--- src/rtl/aatc_regs.svh ---
`ifndef AATC_REGS_SVH
`define AATC_REGS_SVH

// ----------------------------------------
// Register offsets (byte addresses)
// ----------------------------------------
`define AATC_OFS_CFG        8'h18
`define AATC_OFS_CTRL       8'h1C
`define AATC_OFS_STATUS     8'h20
`define AATC_OFS_OUT        8'h24

// ----------------------------------------
// Sensor configuration fields
// ----------------------------------------
`define AATC_CFG_TRIG_MODE  7
`define AATC_CFG_WAKE_WT    6
`define AATC_CFG_WAKE_OT    5
`define AATC_CFG_WAKE_OR    4
`define AATC_CFG_PULSE_SEL  3
`define AATC_CFG_PIN2_TRIG  2
`define AATC_CFG_DRV_TYPE   1
`define AATC_CFG_POLARITY   0
`define AATC_CFG_RESET      8'h01

// ----------------------------------------
// Acquisition control fields
// ----------------------------------------
`define AATC_CTRL_DEC_LSB   0
`define AATC_CTRL_PWR_LSB   4
`define AATC_CTRL_BUF_LSB   6
`define AATC_CTRL_RESET     8'h00

// ----------------------------------------
// Decimation and timing
// ----------------------------------------
`define AATC_DEC_LOG2_MAX   4'd12
`define AATC_CLK_HZ         20000000
`define AATC_ACQ_TIME_NS    312500
`define AATC_GAP_TIME_US    500
`define AATC_PULSE_TIME_US  32
`define AATC_ACQ_CYCLES     ((`AATC_ACQ_TIME_NS * (`AATC_CLK_HZ / 1000000)) / 1000)
`define AATC_GAP_CYCLES     (`AATC_GAP_TIME_US * (`AATC_CLK_HZ / 1000000))
`define AATC_PULSE_CYCLES   (`AATC_PULSE_TIME_US * (`AATC_CLK_HZ / 1000000))

`endif

--- src/rtl/aatc_pkg.sv ---
package aatc_pkg;

  // ----------------------------------------
  // Operating modes and sequencer states
  // ----------------------------------------
  typedef enum logic [1:0] {PWR_LPM, PWR_HPM, PWR_FPM, PWR_FPM_ALT} aatc_pwr_e;
  typedef enum logic [1:0] {ST_IDLE, ST_ACQ} aatc_state_e;

  // ----------------------------------------
  // Register state of the top module
  // ----------------------------------------
  typedef struct packed {
    logic [7:0]  cfg;
    logic [7:0]  ctrl;
    aatc_state_e st;
    logic [12:0] cnt;
    logic [15:0] tmr;
    logic [15:0] gap;
    logic [15:0] pulse;
    logic [11:0] result;
    logic        drdy;
    logic        burst;
    logic        trig_s1;
    logic        trig_s2;
    logic        trig_s3;
    logic        boot_s1;
    logic        boot_s2;
    logic        sleep_q;
  } aatc_state_s;

  // ----------------------------------------
  // Accumulator state of the averager
  // ----------------------------------------
  typedef struct packed {
    logic signed [23:0] acc;
  } aatc_avg_s;

endpackage : aatc_pkg

--- src/rtl/aatc_avg.sv ---
`timescale 1ns/1ps
`include "aatc_regs.svh"

module aatc_avg
  import aatc_pkg::*;
(
  // Clock and reset
  input  wire logic               pclk,
  input  wire logic               presetn,
  // Group control
  input  wire logic               clr,
  input  wire logic               add,
  input  wire logic signed [11:0] sample,
  input  wire logic        [3:0]  lg,
  // Mean of the group
  output logic signed      [11:0] avg
);

  aatc_avg_s r;
  aatc_avg_s next_r;

  // ----------------------------------------
  // Accumulate; the group's last sample goes straight into the mean
  // ----------------------------------------
  always_comb
  begin
    next_r = r;
    if (clr)
    begin
      next_r.acc = '0;
    end
    else if (add)
    begin
      next_r.acc = r.acc + 24'(sample);
    end
  end

  always_ff @(posedge pclk or negedge presetn)
  begin
    if (!presetn)
    begin
      r <= '0;
    end
    else
    begin
      r <= next_r;
    end
  end

  // Power-of-two group size, so the mean is an arithmetic shift
  // Meaningful only in the cycle of the group's last acquisition
  assign avg = 12'((r.acc + 24'(sample)) >>> lg);

endmodule : aatc_avg

--- src/rtl/aatc_top.sv ---
// How it works
// Flexible mode: code doubles count, 4096 cap
// High performance codes at top give 4096
// Eight-bit config register at 18h, reset 01h
// Single mode: one conversion per rising edge
// Burst mode: each edge runs full decimation
// Trigger mode matters only with pin trigger
// Data-ready only after result, buffer mode 00
// Low power fixes decimation at one
// Within-threshold event wakes when enabled
// Outside-threshold event wakes when enabled
// Orientation change wakes when enabled
// Level data-ready held until output read
// Pulse select gives 32 us pulse
// Pulse ORed with other pin interrupts
// Motion detection strap ignores pulse select
// Pin acts as trigger input, rising edge
// Host changes rate only in standby
// 500 us gap on wake/sleep change
// Counter cleared after each stored result
// Stored result is the group average
//
// Our own choice: the APB register port.
`timescale 1ns/1ps
`include "aatc_regs.svh"

module aatc_top
  import aatc_pkg::*;
#(
  parameter int ACQ_CYCLES   = `AATC_ACQ_CYCLES,
  parameter int GAP_CYCLES   = `AATC_GAP_CYCLES,
  parameter int PULSE_CYCLES = `AATC_PULSE_CYCLES
)
(
  // Clock and reset
  input  wire logic        pclk,
  input  wire logic        presetn,
  // APB slave
  input  wire logic        psel,
  input  wire logic        penable,
  input  wire logic        pwrite,
  input  wire logic [7:0]  paddr,
  input  wire logic [31:0] pwdata,
  output logic      [31:0] prdata,
  output logic             pready,
  output logic             pslverr,
  // Shared interrupt / trigger pin
  input  wire logic        irq_pin_in,
  output logic             irq_pin_out,
  output logic             irq_pin_oe_n,
  input  wire logic        other_irq,
  // Boot strap pin, high selects motion detection
  input  wire logic        boot_strap_mode_pin,
  // Converter
  output logic             conv_start,
  input  wire logic [11:0] conv_data,
  // Results toward buffer
  output logic             buf_wr_valid,
  output logic      [11:0] buf_wr_data,
  // Rate and sleep logic
  input  wire logic        odr_tick,
  input  wire logic        sleep_mode,
  input  wire logic        evt_within_thr,
  input  wire logic        evt_outside_thr,
  input  wire logic        evt_orientation,
  output logic             wake_event
);

  // ----------------------------------------
  // Elaboration checks
  // ----------------------------------------
  if (ACQ_CYCLES < 1 || ACQ_CYCLES > 65535)
  begin : g_bad_acq
    $error("ACQ_CYCLES out of range");
  end
  if (GAP_CYCLES < 1 || GAP_CYCLES > 65535)
  begin : g_bad_gap
    $error("GAP_CYCLES out of range");
  end
  if (PULSE_CYCLES < 1 || PULSE_CYCLES > 65535)
  begin : g_bad_pulse
    $error("PULSE_CYCLES out of range");
  end

  localparam logic [15:0] ACQ_LAST   = 16'(ACQ_CYCLES - 1);
  localparam logic [15:0] GAP_LOAD   = 16'(GAP_CYCLES);
  localparam logic [15:0] PULSE_LOAD = 16'(PULSE_CYCLES);

  // ----------------------------------------
  // Decimation decode
  // ----------------------------------------
  // Log2 of the acquisitions per output sample
  function automatic logic [3:0] dec_log2(input logic [3:0] code, input aatc_pwr_e pwr);
    logic [3:0] lg;
    lg = (code > `AATC_DEC_LOG2_MAX) ? `AATC_DEC_LOG2_MAX : code;
    if (pwr == PWR_LPM)
    begin
      lg = 4'h0;
    end
    return lg;
  endfunction : dec_log2

  aatc_state_s r;
  aatc_state_s next_r;

  logic        boot_md;
  logic        pin2_trig;
  logic        burst_mode;
  logic        pulse_eff;
  logic [3:0]  lg;
  logic [12:0] target;
  logic [1:0]  buf_mode;
  logic        trig_edge;
  logic        wr_en;
  logic        rd_en;
  logic        acq_done;
  logic        group_done;
  logic        store_out;
  logic        start_req;
  logic        irq_active;
  logic signed [11:0] avg;

  // ----------------------------------------
  // Decoded configuration
  // ----------------------------------------
  // Strap in motion detection disables trigger and pulse options
  assign boot_md    = r.boot_s2;
  assign pin2_trig  = r.cfg[`AATC_CFG_PIN2_TRIG] & ~boot_md;
  assign burst_mode = pin2_trig ? r.cfg[`AATC_CFG_TRIG_MODE] : 1'b1;
  assign pulse_eff  = r.cfg[`AATC_CFG_PULSE_SEL] & ~boot_md;
  assign lg         = dec_log2(r.ctrl[`AATC_CTRL_DEC_LSB +: 4],
                               aatc_pwr_e'(r.ctrl[`AATC_CTRL_PWR_LSB +: 2]));
  assign target     = 13'h0001 << lg;
  assign buf_mode   = r.ctrl[`AATC_CTRL_BUF_LSB +: 2];

  // Rising edge seen only on synchronised copies
  assign trig_edge  = r.trig_s2 & ~r.trig_s3;

  // ----------------------------------------
  // APB access decode
  // ----------------------------------------
  // Zero wait states: every access completes in its first access cycle
  assign wr_en   = psel & penable & pwrite;
  assign rd_en   = psel & penable & ~pwrite;
  assign pready  = 1'b1;
  assign pslverr = psel & penable & ~(paddr == `AATC_OFS_CFG || paddr == `AATC_OFS_CTRL
                   || paddr == `AATC_OFS_STATUS || paddr == `AATC_OFS_OUT);

  // Read mux of stored state
  always_comb
  begin
    prdata = 32'h0000_0000;
    case (paddr)
      `AATC_OFS_CFG:    prdata = {24'h00_0000, r.cfg};
      `AATC_OFS_CTRL:   prdata = {24'h00_0000, r.ctrl};
      `AATC_OFS_STATUS: prdata = {24'h00_0000, lg, boot_md, r.sleep_q,
                                  (r.st == ST_ACQ), r.drdy};
      `AATC_OFS_OUT:    prdata = {20'h0_0000, r.result};
      default:          prdata = 32'h0000_0000;
    endcase
  end

  // ----------------------------------------
  // Sequencer terms
  // ----------------------------------------
  assign acq_done   = (r.st == ST_ACQ) && (r.tmr == 16'h0000);
  assign group_done = acq_done && ((r.cnt + 13'h0001) == target);
  // Starts wait out the wake/sleep gap and any running burst
  assign start_req  = (r.gap == 16'h0000) && (r.st == ST_IDLE)
                      && (pin2_trig ? trig_edge : odr_tick);
  assign store_out  = group_done && (buf_mode == 2'b00);

  // ----------------------------------------
  // Group averager
  // ----------------------------------------
  aatc_avg u_avg (
    .pclk    (pclk),
    .presetn (presetn),
    .clr     (group_done),
    .add     (acq_done),
    .sample  (conv_data),
    .lg      (lg),
    .avg     (avg)
  );

  // ----------------------------------------
  // Next-state logic
  // ----------------------------------------
  always_comb
  begin
    next_r = r;
    // Two-flop synchronisers for the pins
    next_r.trig_s1 = irq_pin_in;
    next_r.trig_s2 = r.trig_s1;
    next_r.trig_s3 = r.trig_s2;
    next_r.boot_s1 = boot_strap_mode_pin;
    next_r.boot_s2 = r.boot_s1;
    next_r.sleep_q = sleep_mode;

    // Register writes; rate fields are trusted to change in standby
    if (wr_en && paddr == `AATC_OFS_CFG)
    begin
      next_r.cfg = pwdata[7:0];
    end
    if (wr_en && paddr == `AATC_OFS_CTRL)
    begin
      next_r.ctrl = pwdata[7:0];
    end

    // Gap after a wake/sleep change
    if (sleep_mode != r.sleep_q)
    begin
      next_r.gap = GAP_LOAD;
    end
    else if (r.gap != 16'h0000)
    begin
      next_r.gap = r.gap - 16'h0001;
    end

    // Acquisition sequencer
    case (r.st)
      ST_IDLE:
      begin
        if (start_req)
        begin
          next_r.st    = ST_ACQ;
          next_r.tmr   = ACQ_LAST;
          next_r.burst = burst_mode;
        end
      end
      ST_ACQ:
      begin
        if (r.tmr != 16'h0000)
        begin
          next_r.tmr = r.tmr - 16'h0001;
        end
        else if (group_done)
        begin
          next_r.cnt = 13'h0000;
          next_r.st  = ST_IDLE;
        end
        else
        begin
          next_r.cnt = r.cnt + 13'h0001;
          if (r.burst)
          begin
            next_r.tmr = ACQ_LAST;
          end
          else
          begin
            next_r.st = ST_IDLE;
          end
        end
      end
      default:
      begin
        next_r.st = ST_IDLE;
      end
    endcase

    // Result capture, average of the group
    if (store_out)
    begin
      next_r.result = avg;
    end

    // Data-ready: read clears, a new result wins
    if (rd_en && paddr == `AATC_OFS_OUT)
    begin
      next_r.drdy = 1'b0;
    end
    if (store_out)
    begin
      next_r.drdy = 1'b1;
    end

    // Pulse timer, retriggered per stored result
    if (store_out && pulse_eff)
    begin
      next_r.pulse = PULSE_LOAD;
    end
    else if (r.pulse != 16'h0000)
    begin
      next_r.pulse = r.pulse - 16'h0001;
    end
  end

  // ----------------------------------------
  // State register
  // ----------------------------------------
  always_ff @(posedge pclk or negedge presetn)
  begin
    if (!presetn)
    begin
      r      <= '0;
      r.cfg  <= `AATC_CFG_RESET;
      r.ctrl <= `AATC_CTRL_RESET;
      r.st   <= ST_IDLE;
    end
    else
    begin
      r <= next_r;
    end
  end

  // ----------------------------------------
  // Converter and buffer outputs
  // ----------------------------------------
  assign conv_start   = start_req || (acq_done && !group_done && r.burst);
  assign buf_wr_valid = group_done && (buf_mode != 2'b00);
  // Averager output folds in the last sample; valid only with buf_wr_valid
  assign buf_wr_data  = avg;

  // ----------------------------------------
  // Wake sources
  // ----------------------------------------
  assign wake_event = (evt_within_thr  & r.cfg[`AATC_CFG_WAKE_WT])
                    | (evt_outside_thr & r.cfg[`AATC_CFG_WAKE_OT])
                    | (evt_orientation & r.cfg[`AATC_CFG_WAKE_OR]);

  // ----------------------------------------
  // Interrupt pin
  // ----------------------------------------
  // Level follows the flag; pulse mode uses the timer instead
  assign irq_active = (pulse_eff ? (r.pulse != 16'h0000) : r.drdy)
                      | other_irq;

  always_comb
  begin
    irq_pin_out  = irq_active ~^ r.cfg[`AATC_CFG_POLARITY];
    irq_pin_oe_n = 1'b0;
    if (pin2_trig)
    begin
      irq_pin_oe_n = 1'b1;
    end
    else if (r.cfg[`AATC_CFG_DRV_TYPE] || boot_md)
    begin
      // Open drain: drive only the asserted level
      irq_pin_oe_n = ~irq_active;
    end
  end

endmodule : aatc_top

--- config.mk ---
export PLATFORM = sky130hd
export DESIGN_NAME = aatc_top
export DESIGN_NICKNAME = d
export VERILOG_FILES = /design/src/rtl/aatc_pkg.sv /design/src/rtl/aatc_avg.sv /design/src/rtl/aatc_top.sv
export VERILOG_INCLUDE_DIRS = /design/src /design/src/rtl
export SDC_FILE = /design/constraint.sdc
export NUM_CORES = 1
export LEC_CHECK = 0
export ABC_AREA = 0
export BUFFER_PORTS_ARGS = -buffer_cell sky130_fd_sc_hd__buf_4
export CORE_UTILIZATION = 50
export DETAILED_ROUTE_END_ITERATION = 16
export GPL_TIMING_DRIVEN = 0
export PLACE_DENSITY_LB_ADDON = 0.3
export SLEW_MARGIN = 20
export SYNTH_ARGS = -nofsm -noshare
export SYNTH_HDL_FRONTEND = slang
export SYNTH_SLANG_ARGS = --single-unit
--- constraint.sdc ---
create_clock -name pclk -period 4.3 [get_ports pclk]
set_clock_uncertainty 0.1 [all_clocks]
set_input_delay 0.215 -clock pclk [delete_from_list [all_inputs] [get_ports pclk]]
set_output_delay 0.215 -clock pclk [all_outputs]
set_load 0.01 [all_outputs]
==> results.py, run 1 <==
metrics = {
    "timing": {
        "finalSetupTns_ns": 0,
        "period_needed_ns": 4.22,
        "grt_setup_unrepaired": "true",
        "max_slew.worst_pin.slew_ns": 1.10,
        "final_hold_viol_count": 0,
        "drv_slew": 0,
        "setup_viol": 0,
        "fmax_mhz": 237,
        "maxSlewHeadroom": 0.259,
        "period_share": 0.982,
    },
    "placed_design": {
        "dpl.hpwl_um": 19100,
        "io_buffers": 69,
        "gp_congestion": 0.958,
    },
    "layout": {
        "final_common_cell": "nand2_1",
        "antenna_cells": 0,
        "layout_common_cells": "138 x nand2_1, 121 x dfrtp_1, 105 x nor2_1",
        "syn_to_final_growth_pct": 18.3,
        "drive_gt1_frac": 0.194,
        "post-route-util": 0.605,
        "nFillCells": 1600,
        "fin_nets": 1297,
    },
    "worst_hold_path": {
        "worstHoldStart": "pwrite",
        "hold_class": "in2reg",
    },
    "cts": {
        "numClockSinks": 122,
        "cts_tree": "yes",
        "clkTransAtPathRegs_ns": 0.06,
        "clock_latency_ns": 0.42,
        "clockRootBuffer": "clkbuf_16",
        "cts.path.max_buffers": 2,
        "ctsHtreeMaxLevel": 4,
        "cts_buffers": 17,
    },
    "synthesis": {
        "postSynthCellCount": 1081,
        "yosys_warnings": 0,
        "synth.yosys.seq_area_share": 0.331,
        "synth-edff-count": 0,
        "muxShareOfSynthArea": 0.0506,
        "synth-simple-area-share": 0.240,
        "ys_types": 99,
        "syn_avg_cell_area_um2": 8.52,
        "synth_area_mm2": 0.00922,
        "synth-async-reset-ratio": 1.00,
        "synth_compound_area_frac": 0.217,
        "synth_xor_area_frac": 0.0633,
        "synth-seq-cells": 122,
        "yosys_most_used_dff": "dfrtp_1",
        "synth_top_family_by_area": "simple AND/OR/NAND/NOR gates",
        "synthAdderAreaFrac": 0.0388,
    },
    "drt": {
        "drc": 0,
        "drt_iter0_markers": 732,
        "first_pass_iters": 5,
        "ant_nets": 0,
        "viasPerCell": 6.09,
        "num_vias": 8800,
        "wirelength_um": 26400,
        "wl_per_cell_um": 18.2,
    },
    "die": {
        "initial_core_util": 0.511,
        "die_area_mm2": 0.0190,
        "die_w_um": 138,
        "design.core.area_mm2": 0.0180,
        "die_y_um": 138,
        "std_cell_rows": 49,
        "ios": 116,
    },
    "setup_path": {
        "crit_required_ns": 3.98,
        "reg2reg_from": "u_avg.r[0]",
        "path_max_fanout": 5,
        "end_kind": "primary output",
        "start_kind": "flip-flop",
        "critPathKind": "reg2out",
        "crit_start": "u_avg.r[0]",
        "arrival_ns": 3.91,
        "r2r_slack_ns": 0.53,
    },
    "power": {
        "peakVddDrop_mv": 0.294,
        "clkPwrFrac": 0.448,
        "p_total_mw": 3.13,
        "power.switching_mw": 0.906,
        "p_leak_nw": 4.76,
        "switching_share": 0.290,
        "p_seq_frac": 0.385,
        "power_density_mw_per_mm2": 287,
        "intPower_mw": 2.22,
        "combPwrFrac": 0.167,
    },
    "global_routing": {
        "antenna_found_initial": 0,
        "overflow": 0,
        "grt_max_degree": 76,
        "grt_pass1_wl_um": 41900,
        "track_usage": 0.286,
        "grt_pass1_vias": 8020,
    },
    "outcome": {
        "status": "finished, final reports clean",
    },
    "flow_run": {
        "max_cap_viol_count": 0,
    },
}
==> cells in the mapped netlist, drive strengths merged (7+ instances only) <==
| library cell | n | area (um2) |
|---|---|---|
| nor4 | 15 | 124 |
| clkbuf | 23 | 87.6 |
| inv | 19 | 71.3 |
| nor2 | 107 | 412 |
| a21o | 8 | 60.1 |
| a31oi | 10 | 62.6 |
| dfrtp | 121 | 3030 |
| xor2 | 22 | 193 |
| or4 | 10 | 78.8 |
| or2 | 8 | 50.1 |
| ha | 27 | 338 |
| and3 | 11 | 68.8 |
| o22ai | 10 | 62.6 |
| o211ai | 23 | 173 |
| or3 | 16 | 110 |
| a21oi | 51 | 267 |
| nand2 | 140 | 531 |
| a22o | 8 | 70.1 |
| o21ai | 72 | 383 |
| nand4 | 15 | 115 |
| and2 | 10 | 62.6 |
| o221ai | 7 | 67.6 |
| buf | 56 | 375 |
| nand2b | 16 | 110 |
| a211oi | 14 | 110 |
| xnor2 | 42 | 368 |
| a221o | 8 | 80.1 |
| nor3 | 40 | 225 |
| o31ai | 21 | 158 |
| nand3 | 22 | 115 |
| mux2i | 14 | 140 |
| mux2 | 29 | 327 |
==> power groups by stage <==
stage	clock network (mW)	registers [mW]	logic [mW]
finish	1.40	1.20	0.522
CTS	1.41	1.20	0.503
global placement	0	1.22	0.479
global route	1.46	1.21	0.573
detailed placement	0	1.22	0.487
floorplan	0	1.22	0.323
==> path summary, 6_finish.rpt <==
kind	depth (start not counted)	end
worst max-delay path	11	buf_wr_data[10]
worst min-delay path	5	r[7]
worst max register to register	11	r[14]
worst min register to register	0	next_r[3]
max in group asynchronous	3	r[15]
min in group asynchronous	2	r[62]
==> per-layer routing <==
| layer | track usage | part of all wire |
|---|---|---|
| met1 | 0.407 | 0.46 |
| met2 | 0.434 | 0.45 |
| met3 | 0.0592 | 0.072 |
| met4 | 0.0864 | 0.018 |
| met5 | 0 | 0 |
==> metrics by stage <==
stage	instance area [um2]	setup WS, ns	hold slack, ns	cells
floorplan	9290	0.973	-0.181	1100
global placement	10100	0.326	0.224	1398
detailed placement	10100	0.326	0.0892	1399
CTS	10800	0.0260	0.0160	1443
global route	10900	-0.0373	0.0367	1446
finish	10900	0.0793	0.0303	1446
==> repair_timing <==
action	4_1_cts	5_1_grt
endpoints found under the hold margin	66	0
buffers inserted	0	3
hold buffers	12	0
pin swaps	0	2
gates resized for setup	5	8
endpoints found under the setup margin	4	12
==> critical path: stages (launching register included) <==
cell and delay (ns):
dfrtp_1 0.38, ha_1 0.22, fa_1 0.44, a211oi_2 0.34
o21ai_2 0.17, a22o_1 0.32, o31ai_1 0.30, xnor2_1 0.26
o22ai_1 0.15, o311a_1 0.38, a211oi_2 0.33, buf_4 0.19
==> cells by family after synthesis <==
group                      count (synthesis)
AOI/OAI and AO/OA                        287
xor gates and xnor gates                  65
adders and majority gates                 28
buffers and inverters                     99
DFF                                      122
muxes                                     43
other                                      2
and+or+nand+nor                          435
==> flip-flops by register name, indices dropped and copies added, names as in the netlist <==
| signal | cells |
|---|---|
| boot_md | 1 |
| u_avg.r | 24 |
| buf_mode | 2 |
| r | 92 |
| next_r | 3 |
==> area by class of cell <==
| type | instances | area [um2] | area share |
|---|---|---|---|
| buffer | 79 | 463 | 0.0425 |
| clock buffer | 20 | 457 | 0.0419 |
| clock inverter | 12 | 116 | 0.0107 |
| inverter | 20 | 75.1 | 0.00689 |
| multi-input combinational | 879 | 5760 | 0.528 |
| sequential | 122 | 3050 | 0.280 |
| tap | 229 | 287 | 0.0263 |
| timing repair buffer | 85 | 692 | 0.0635 |
No activity file was read; power rests on OpenSTA's default activity.
==> inputs of run 2 (changes only) <==
--- a/config.mk
+++ b/config.mk
@@ -12,6 +12,7 @@
 export DETAILED_ROUTE_END_ITERATION = 16
 export GPL_TIMING_DRIVEN = 0
 export PLACE_DENSITY_LB_ADDON = 0.3
+export SETUP_SLACK_MARGIN = 0.1
 export SLEW_MARGIN = 20
 export SYNTH_ARGS = -nofsm -noshare
 export SYNTH_HDL_FRONTEND = slang
==> run 2 against run 1 <==
Combinational power rose by 1%. Critical path depth decreased by 1. Cell count is 0.14% higher. Sequential power hardly changed. Maximum frequency up 2.6%. Clock power about the same. Worst setup slack improved by 0.11 ns. Die area did not move. Sequential share of layout area shrank 0.13 points. Total power up 0.30%. Largest power group unchanged. Highest routed layer unchanged.
==> results.py, run 2 (same netlist as run 1, synthesis figures left out) <==
metrics = {
    "layout": {
        "fin_nets": 1299,
        "fin_area_mm2": 0.0109,
        "final_common_cell": "nand2_1",
        "layout_common_cells": "138 x nand2_1, 121 x dfrtp_1, 105 x nor2_1",
        "regMostFlops": "r",
        "largest_reg_flops": 92,
        "post-route-util": 0.607,
        "antenna_cells": 0,
        "syn_to_final_growth_pct": 18.8,
        "drive_gt1_frac": 0.201,
        "nFillCells": 1602,
        "final_cells": 1448,
    },
    "die": {
        "die_y_um": 138,
        "design.core.area_mm2": 0.0180,
        "ios": 116,
        "std_cell_rows": 49,
        "die_area_mm2": 0.0190,
        "die_w_um": 138,
        "initial_core_util": 0.511,
    },
    "placed_design": {
        "placed_area_mm2": 0.0101,
        "dpl.hpwl_um": 19100,
        "io_buffers": 69,
        "dp_slack_ns": 0.326,
        "dpl.cell_count": 1399,
        "gp_congestion": 0.958,
    },
    "setup_path": {
        "r2r_end": "r[19]",
        "crit_required_ns": 3.98,
        "r2r_slack_ns": 0.59,
        "path_max_fanout": 6,
        "rr_worst_depth": 10,
        "reg2reg_from": "u_avg.r[2]",
        "crit_chain": "ha_1, o211ai_1, o211ai_1, nand2_1, o221ai_1, mux2i_1, or4_1, a22oi_1, o221ai_2, buf_4",
        "critPathKind": "reg2out",
        "crit_cells": 10,
        "critPathTopFamily": "compound AO/OA/AOI/OAI gates",
        "arrival_ns": 3.80,
        "end_kind": "primary output",
        "path_buf_inv": 1,
        "crit_path_frequent_cell": "o211ai_1",
        "max_stage_delay_ns": 0.56,
        "start_kind": "flip-flop",
        "crit_path_top_delay_cell": "or4_1",
    },
    "cts": {
        "ctsHtreeMaxLevel": 4,
        "clock_latency_ns": 0.43,
        "numClockSinks": 122,
        "cts_buffers": 17,
        "clkTransAtPathRegs_ns": 0.06,
        "clockRootBuffer": "clkbuf_16",
        "cts.path.max_buffers": 2,
        "cts_tree": "yes",
    },
    "timing": {
        "final_hold_viol_count": 0,
        "setup_viol": 0,
        "drv_slew": 0,
        "final.setup.worst_slack_ns": 0.185,
        "period_share": 0.957,
        "period_needed_ns": 4.12,
        "hold_ws_ns": 0.0268,
        "finalSetupTns_ns": 0,
        "fmax_mhz": 243,
        "maxSlewHeadroom": 0.271,
        "grt_setup_unrepaired": "true",
        "max_slew.worst_pin.slew_ns": 1.09,
    },
    "power": {
        "peakVddDrop_mv": 0.292,
        "p_leak_nw": 4.78,
        "power_density_mw_per_mm2": 286,
        "p_total_mw": 3.14,
    },
    "drt": {
        "dr_wl_met3_um": 1960,
        "first_pass_iters": 6,
        "route.met2.wl_um": 11700,
        "num_vias": 8833,
        "met1_length_um": 12000,
        "viasPerCell": 6.10,
        "drc": 0,
        "wirelength_um": 26300,
        "ant_nets": 0,
        "wl_per_cell_um": 18.1,
        "drt_iter0_markers": 746,
        "routed.top_layer": "met4",
    },
    "outcome": {
        "status": "finished, final reports clean",
    },
    "global_routing": {
        "grt_max_degree": 76,
        "grt_pass1_vias": 8024,
        "overflow": 0,
        "track_usage": 0.286,
        "antenna_found_initial": 0,
        "grt_pass1_wl_um": 41900,
    },
    "worst_hold_path": {
        "worstHoldStart": "pwrite",
        "hold_class": "in2reg",
        "min_to": "r[7]",
        "hold_depth": 5,
    },
    "flow_run": {
        "max_cap_viol_count": 0,
    },
}
## run 2: worst max-delay path by stage
stage / slack [ns] / start / to
after floorplan: 0.97 / u_avg.r[0] / r[18]
after global placement: 0.33 / u_avg.r[0] / r[14]
after detailed placement: 0.33 / u_avg.r[0] / r[14]
after CTS: 0.02 / u_avg.r[0] / buf_wr_data[6]
after global routing: 0.09 / u_avg.r[10] / buf_wr_data[10]
final: 0.18 / u_avg.r[2] / buf_wr_data[11]
## run 2: what timing repair did
action / 4_1_cts / 5_1_grt
setup buffers: 0 / 6
resized for setup: 9 / 13
hold endpoints to repair: 66 / 0
pin swaps: 1 / 6
setup endpoints to repair: 9 / 13
hold buffers: 12 / 0
## run 2: worst register-to-register path, cell delays in order (launching register included)
cell	delay, ns
dfrtp_1	0.38
ha_1	0.41
o211ai_1	0.15
o211ai_1	0.46
nand2_1	0.12
o221ai_1	0.53
mux2i_1	0.15
or4_1	0.56
a22oi_1	0.27
o221ai_2	0.18
mux2_2	0.30
## run 2: routing by layer
layer	vias to the layer above	global-route usage
li1	4189	-
met1	4223	0.408
met2	372	0.434
met3	49	0.0578
met4	0	0.0864
met5	-	0
## run 2: area by class of cell
| class | count | area, um2 | area share |
|---|---|---|---|
| multi-input combinational | 879 | 5790 | 0.528 |
| inverter | 20 | 75.1 | 0.00686 |
| tap | 229 | 287 | 0.0262 |
| clock inverter | 12 | 116 | 0.0106 |
| timing repair buffer | 88 | 714 | 0.0652 |
| clock buffer | 20 | 457 | 0.0417 |
| buffer | 78 | 460 | 0.0421 |
| sequential | 122 | 3050 | 0.279 |
## run 2: power breakdown
group / internal (mW) / switching (mW)
sequential: 1.18 / 0.0282
combinational: 0.220 / 0.309
clock: 0.831 / 0.572
==> inputs of run 3 (changes only) <==
--- a/config.mk
+++ b/config.mk
@@ -6,9 +6,9 @@
 export SDC_FILE = /design/constraint.sdc
 export NUM_CORES = 1
 export LEC_CHECK = 0
-export ABC_AREA = 0
+export ABC_AREA = 1
 export BUFFER_PORTS_ARGS = -buffer_cell sky130_fd_sc_hd__buf_4
-export CORE_UTILIZATION = 50
+export CORE_UTILIZATION = 54
 export DETAILED_ROUTE_END_ITERATION = 16
 export GPL_TIMING_DRIVEN = 0
 export PLACE_DENSITY_LB_ADDON = 0.3
==> constraint.sdc (replaced) <==
create_clock -name pclk -period 3.7 [get_ports pclk]
set_clock_uncertainty 0.1 [all_clocks]
set_input_delay 0.185 -clock pclk [delete_from_list [all_inputs] [get_ports pclk]]
set_output_delay 0.185 -clock pclk [all_outputs]
set_load 0.01 [all_outputs]
==> run 3 against run 2 <==
Count of clock-buffer cells in the layout down 2. Sequential share of layout area up 0.25 points. Utilization up 4.9 points. Critical path depth up 5. Sequential cell count unchanged. Worst hold slack better by 0.072 ns. Register-to-register slack better by 0.21 ns. Synthesized cell count up 30%. Worst setup slack better by 0.12 ns. Via count up 9.1%. Largest power group unchanged.
==> results.py, run 3 <==
metrics = {
    "drt": {
        "first_pass_iters": 6,
        "met1_length_um": 11900,
        "ant_nets": 0,
        "viasPerCell": 5.48,
        "dr_wl_met3_um": 2150,
        "wl_per_cell_um": 15.0,
        "drt_iter0_markers": 870,
        "num_vias": 9640,
        "wirelength_um": 26400,
        "drc": 0,
        "routed.top_layer": "met4",
        "route.met2.wl_um": 11600,
    },
    "timing": {
        "period_share": 0.919,
        "drv_slew": 0,
        "finalSetupTns_ns": 0,
        "maxSlewHeadroom": 0.386,
        "grt_setup_unrepaired": "false",
        "setup_viol": 0,
        "final_hold_viol_count": 0,
        "period_needed_ns": 3.40,
        "max_slew.worst_pin.slew_ns": 0.912,
        "fmax_mhz": 294,
    },
    "global_routing": {
        "antenna_found_initial": 0,
        "overflow": 0,
        "grt_pass1_vias": 8995,
        "grt_pass1_wl_um": 43700,
        "grt_max_degree": 85,
        "track_usage": 0.314,
    },
    "setup_path": {
        "reg2reg_from": "r[52]",
        "arrival_ns": 3.11,
        "crit_required_ns": 3.41,
        "end_kind": "primary output",
        "r2r_end": "u_avg.r[14]",
        "critPathKind": "reg2out",
        "path_max_fanout": 4,
        "r2r_slack_ns": 0.80,
        "rr_worst_depth": 12,
        "start_kind": "flip-flop",
    },
    "synthesis": {
        "synthTopCellsByCount": "416 x nand2_1, 213 x inv_1, 158 x nand3_1",
        "yosys_most_used_dff": "dfrtp_1",
        "synth.yosys.seq_area_share": 0.334,
        "synth-async-reset-ratio": 1.00,
        "synth_area_leaders": "dfrtp_1 33%, nand2_1 17%, inv_1 8.8%",
        "synth_area_mm2": 0.00914,
        "syn_avg_cell_area_um2": 6.50,
        "ys_types": 49,
        "yosys_warnings": 0,
        "post-synth-top-count-cell": "nand2_1",
        "synth-edff-count": 0,
        "synth-seq-cells": 122,
        "synth_top_area_frac": 0.331,
        "postSynthCellCount": 1405,
        "yosysTopAreaCell": "dfrtp_1",
    },
    "power": {
        "power.switching_mw": 1.08,
        "intPower_mw": 2.80,
        "p_total_mw": 3.87,
        "p_leak_nw": 5.79,
        "combPwrFrac": 0.157,
        "power_density_mw_per_mm2": 357,
        "switching_share": 0.278,
        "p_seq_frac": 0.361,
        "peakVddDrop_mv": 0.337,
        "clkPwrFrac": 0.482,
    },
    "die": {
        "die_area_mm2": 0.0174,
        "die_w_um": 132,
        "std_cell_rows": 47,
        "die_y_um": 132,
        "initial_core_util": 0.553,
        "ios": 116,
        "design.core.area_mm2": 0.0165,
    },
    "layout": {
        "final_common_cell": "nand2_1",
        "syn_to_final_growth_pct": 18.8,
        "drive_gt1_frac": 0.117,
        "fin_area_mm2": 0.0109,
        "nFillCells": 1481,
        "largest_reg_flops": 92,
        "final_cells": 1759,
        "post-route-util": 0.657,
        "antenna_cells": 0,
        "regMostFlops": "r",
        "layout_common_cells": "416 x nand2_1, 213 x inv_1, 157 x nand3_1",
        "fin_nets": 1620,
    },
    "placed_design": {
        "placed_area_mm2": 0.0100,
        "dpl.cell_count": 1715,
        "dpl.hpwl_um": 19800,
        "gp_congestion": 0.939,
        "io_buffers": 70,
    },
    "cts": {
        "cts.path.max_buffers": 2,
        "cts_buffers": 17,
        "ctsHtreeMaxLevel": 4,
        "clock_latency_ns": 0.43,
        "numClockSinks": 122,
        "cts_setup_buffers": 0,
        "clockRootBuffer": "clkbuf_16",
        "cts_tree": "yes",
        "clkTransAtPathRegs_ns": 0.06,
    },
    "worst_hold_path": {
        "min_to": "r[7]",
        "hold_class": "in2reg",
        "hold_depth": 4,
        "worstHoldStart": "penable",
    },
    "outcome": {
        "status": "finished, final reports clean",
    },
    "flow_run": {
        "max_cap_viol_count": 0,
    },
}
run 3: changes by cell type after synthesis, sizes merged, moves of 17 or more:
cell,before,now
xnor2,42,11
nor3,40,18
nor2,107,124
inv,19,229
buf,56,33
mux2,29,0
nand3,22,161
nand2,140,423
o211ai,23,4
o31ai,21,2
run 3: worst max-delay path: stages, from the launching register on:
cell and delay (ns):
dfrtp_1 0.39, ha_2 0.21, fa_2 0.39, nand3_1 0.14
nand3_4 0.12, nand2_1 0.08, nand2_1 0.12, nand2_1 0.12
nand3_1 0.18, nand3_1 0.17, nand3_1 0.13, nand3_1 0.14
nand2_1 0.07, nand2_1 0.08, and3_2 0.23, buf_4 0.13
run 3: how the worst max path moves through the flow:
stage          cells after the start         endpoint  startpoint
4_1_cts                           14   buf_wr_data[0]  u_avg.r[0]
5_1_grt                           17   buf_wr_data[9]  u_avg.r[0]
3_3_place_gp                      18  buf_wr_data[10]  u_avg.r[0]
2_1_floorplan                     17  buf_wr_data[10]  u_avg.r[0]
3_5_place_dp                      18  buf_wr_data[10]  u_avg.r[0]
6_report                          15   buf_wr_data[9]  u_avg.r[0]
run 3: repair_timing:
action | CTS | global route
endpoints found under the setup margin | 1 | 13
endpoints found under the hold margin | 141 | 0
hold buffers | 13 | 0
gates resized for setup | 1 | 7
run 3: cells by family after synthesis:
group                    synth area share
AND/OR/NAND/NOR                     0.367
multiplexers                      0.00219
XOR/XNOR                           0.0259
AO/OA/AOI/OAI                       0.106
flip-flops                          0.334
other                            0.000822
adder cells (fa/ha/maj)            0.0392
buffers and inverters               0.125
run 3: per-stage QoR:
step | setup WS, ns | hold WS (ns)
3_3_place_gp | 0.580 | 0.195
2_1_floorplan | 1.27 | -0.211
4_1_cts | 0.101 | 0.0929
5_1_grt | 0.0851 | 0.125
3_5_place_dp | 0.549 | -0.0131
6_report | 0.300 | 0.0984
run 3: layout make-up:
| type | count | area (um2) | area share |
|---|---|---|---|
| multi-input combinational | 1024 | 5040 | 0.465 |
| buffer | 48 | 282 | 0.0259 |
| inverter | 230 | 863 | 0.0795 |
| clock buffer | 18 | 429 | 0.0395 |
| timing repair buffer | 84 | 691 | 0.0636 |
| clock inverter | 13 | 215 | 0.0198 |
| tap | 220 | 275 | 0.0254 |
| sequential | 122 | 3050 | 0.281 |
run 3: metal layers:
| metal | track usage | vias to the layer above |
|---|---|---|
| met5 | 0 | - |
| met4 | 0.125 | 0 |
| met3 | 0.0400 | 57 |
| met2 | 0.489 | 437 |
| met1 | 0.443 | 4437 |
| li1 | - | 4709 |
run 3: power groups by stage:
stage | clock network [mW] | registers [mW] | logic (mW)
after floorplan | 0 | 1.42 | 0.383
after global placement | 0 | 1.42 | 0.560
after detailed placement | 0 | 1.42 | 0.576
after CTS | 1.88 | 1.40 | 0.591
after global routing | 1.93 | 1.40 | 0.676
final | 1.87 | 1.40 | 0.606
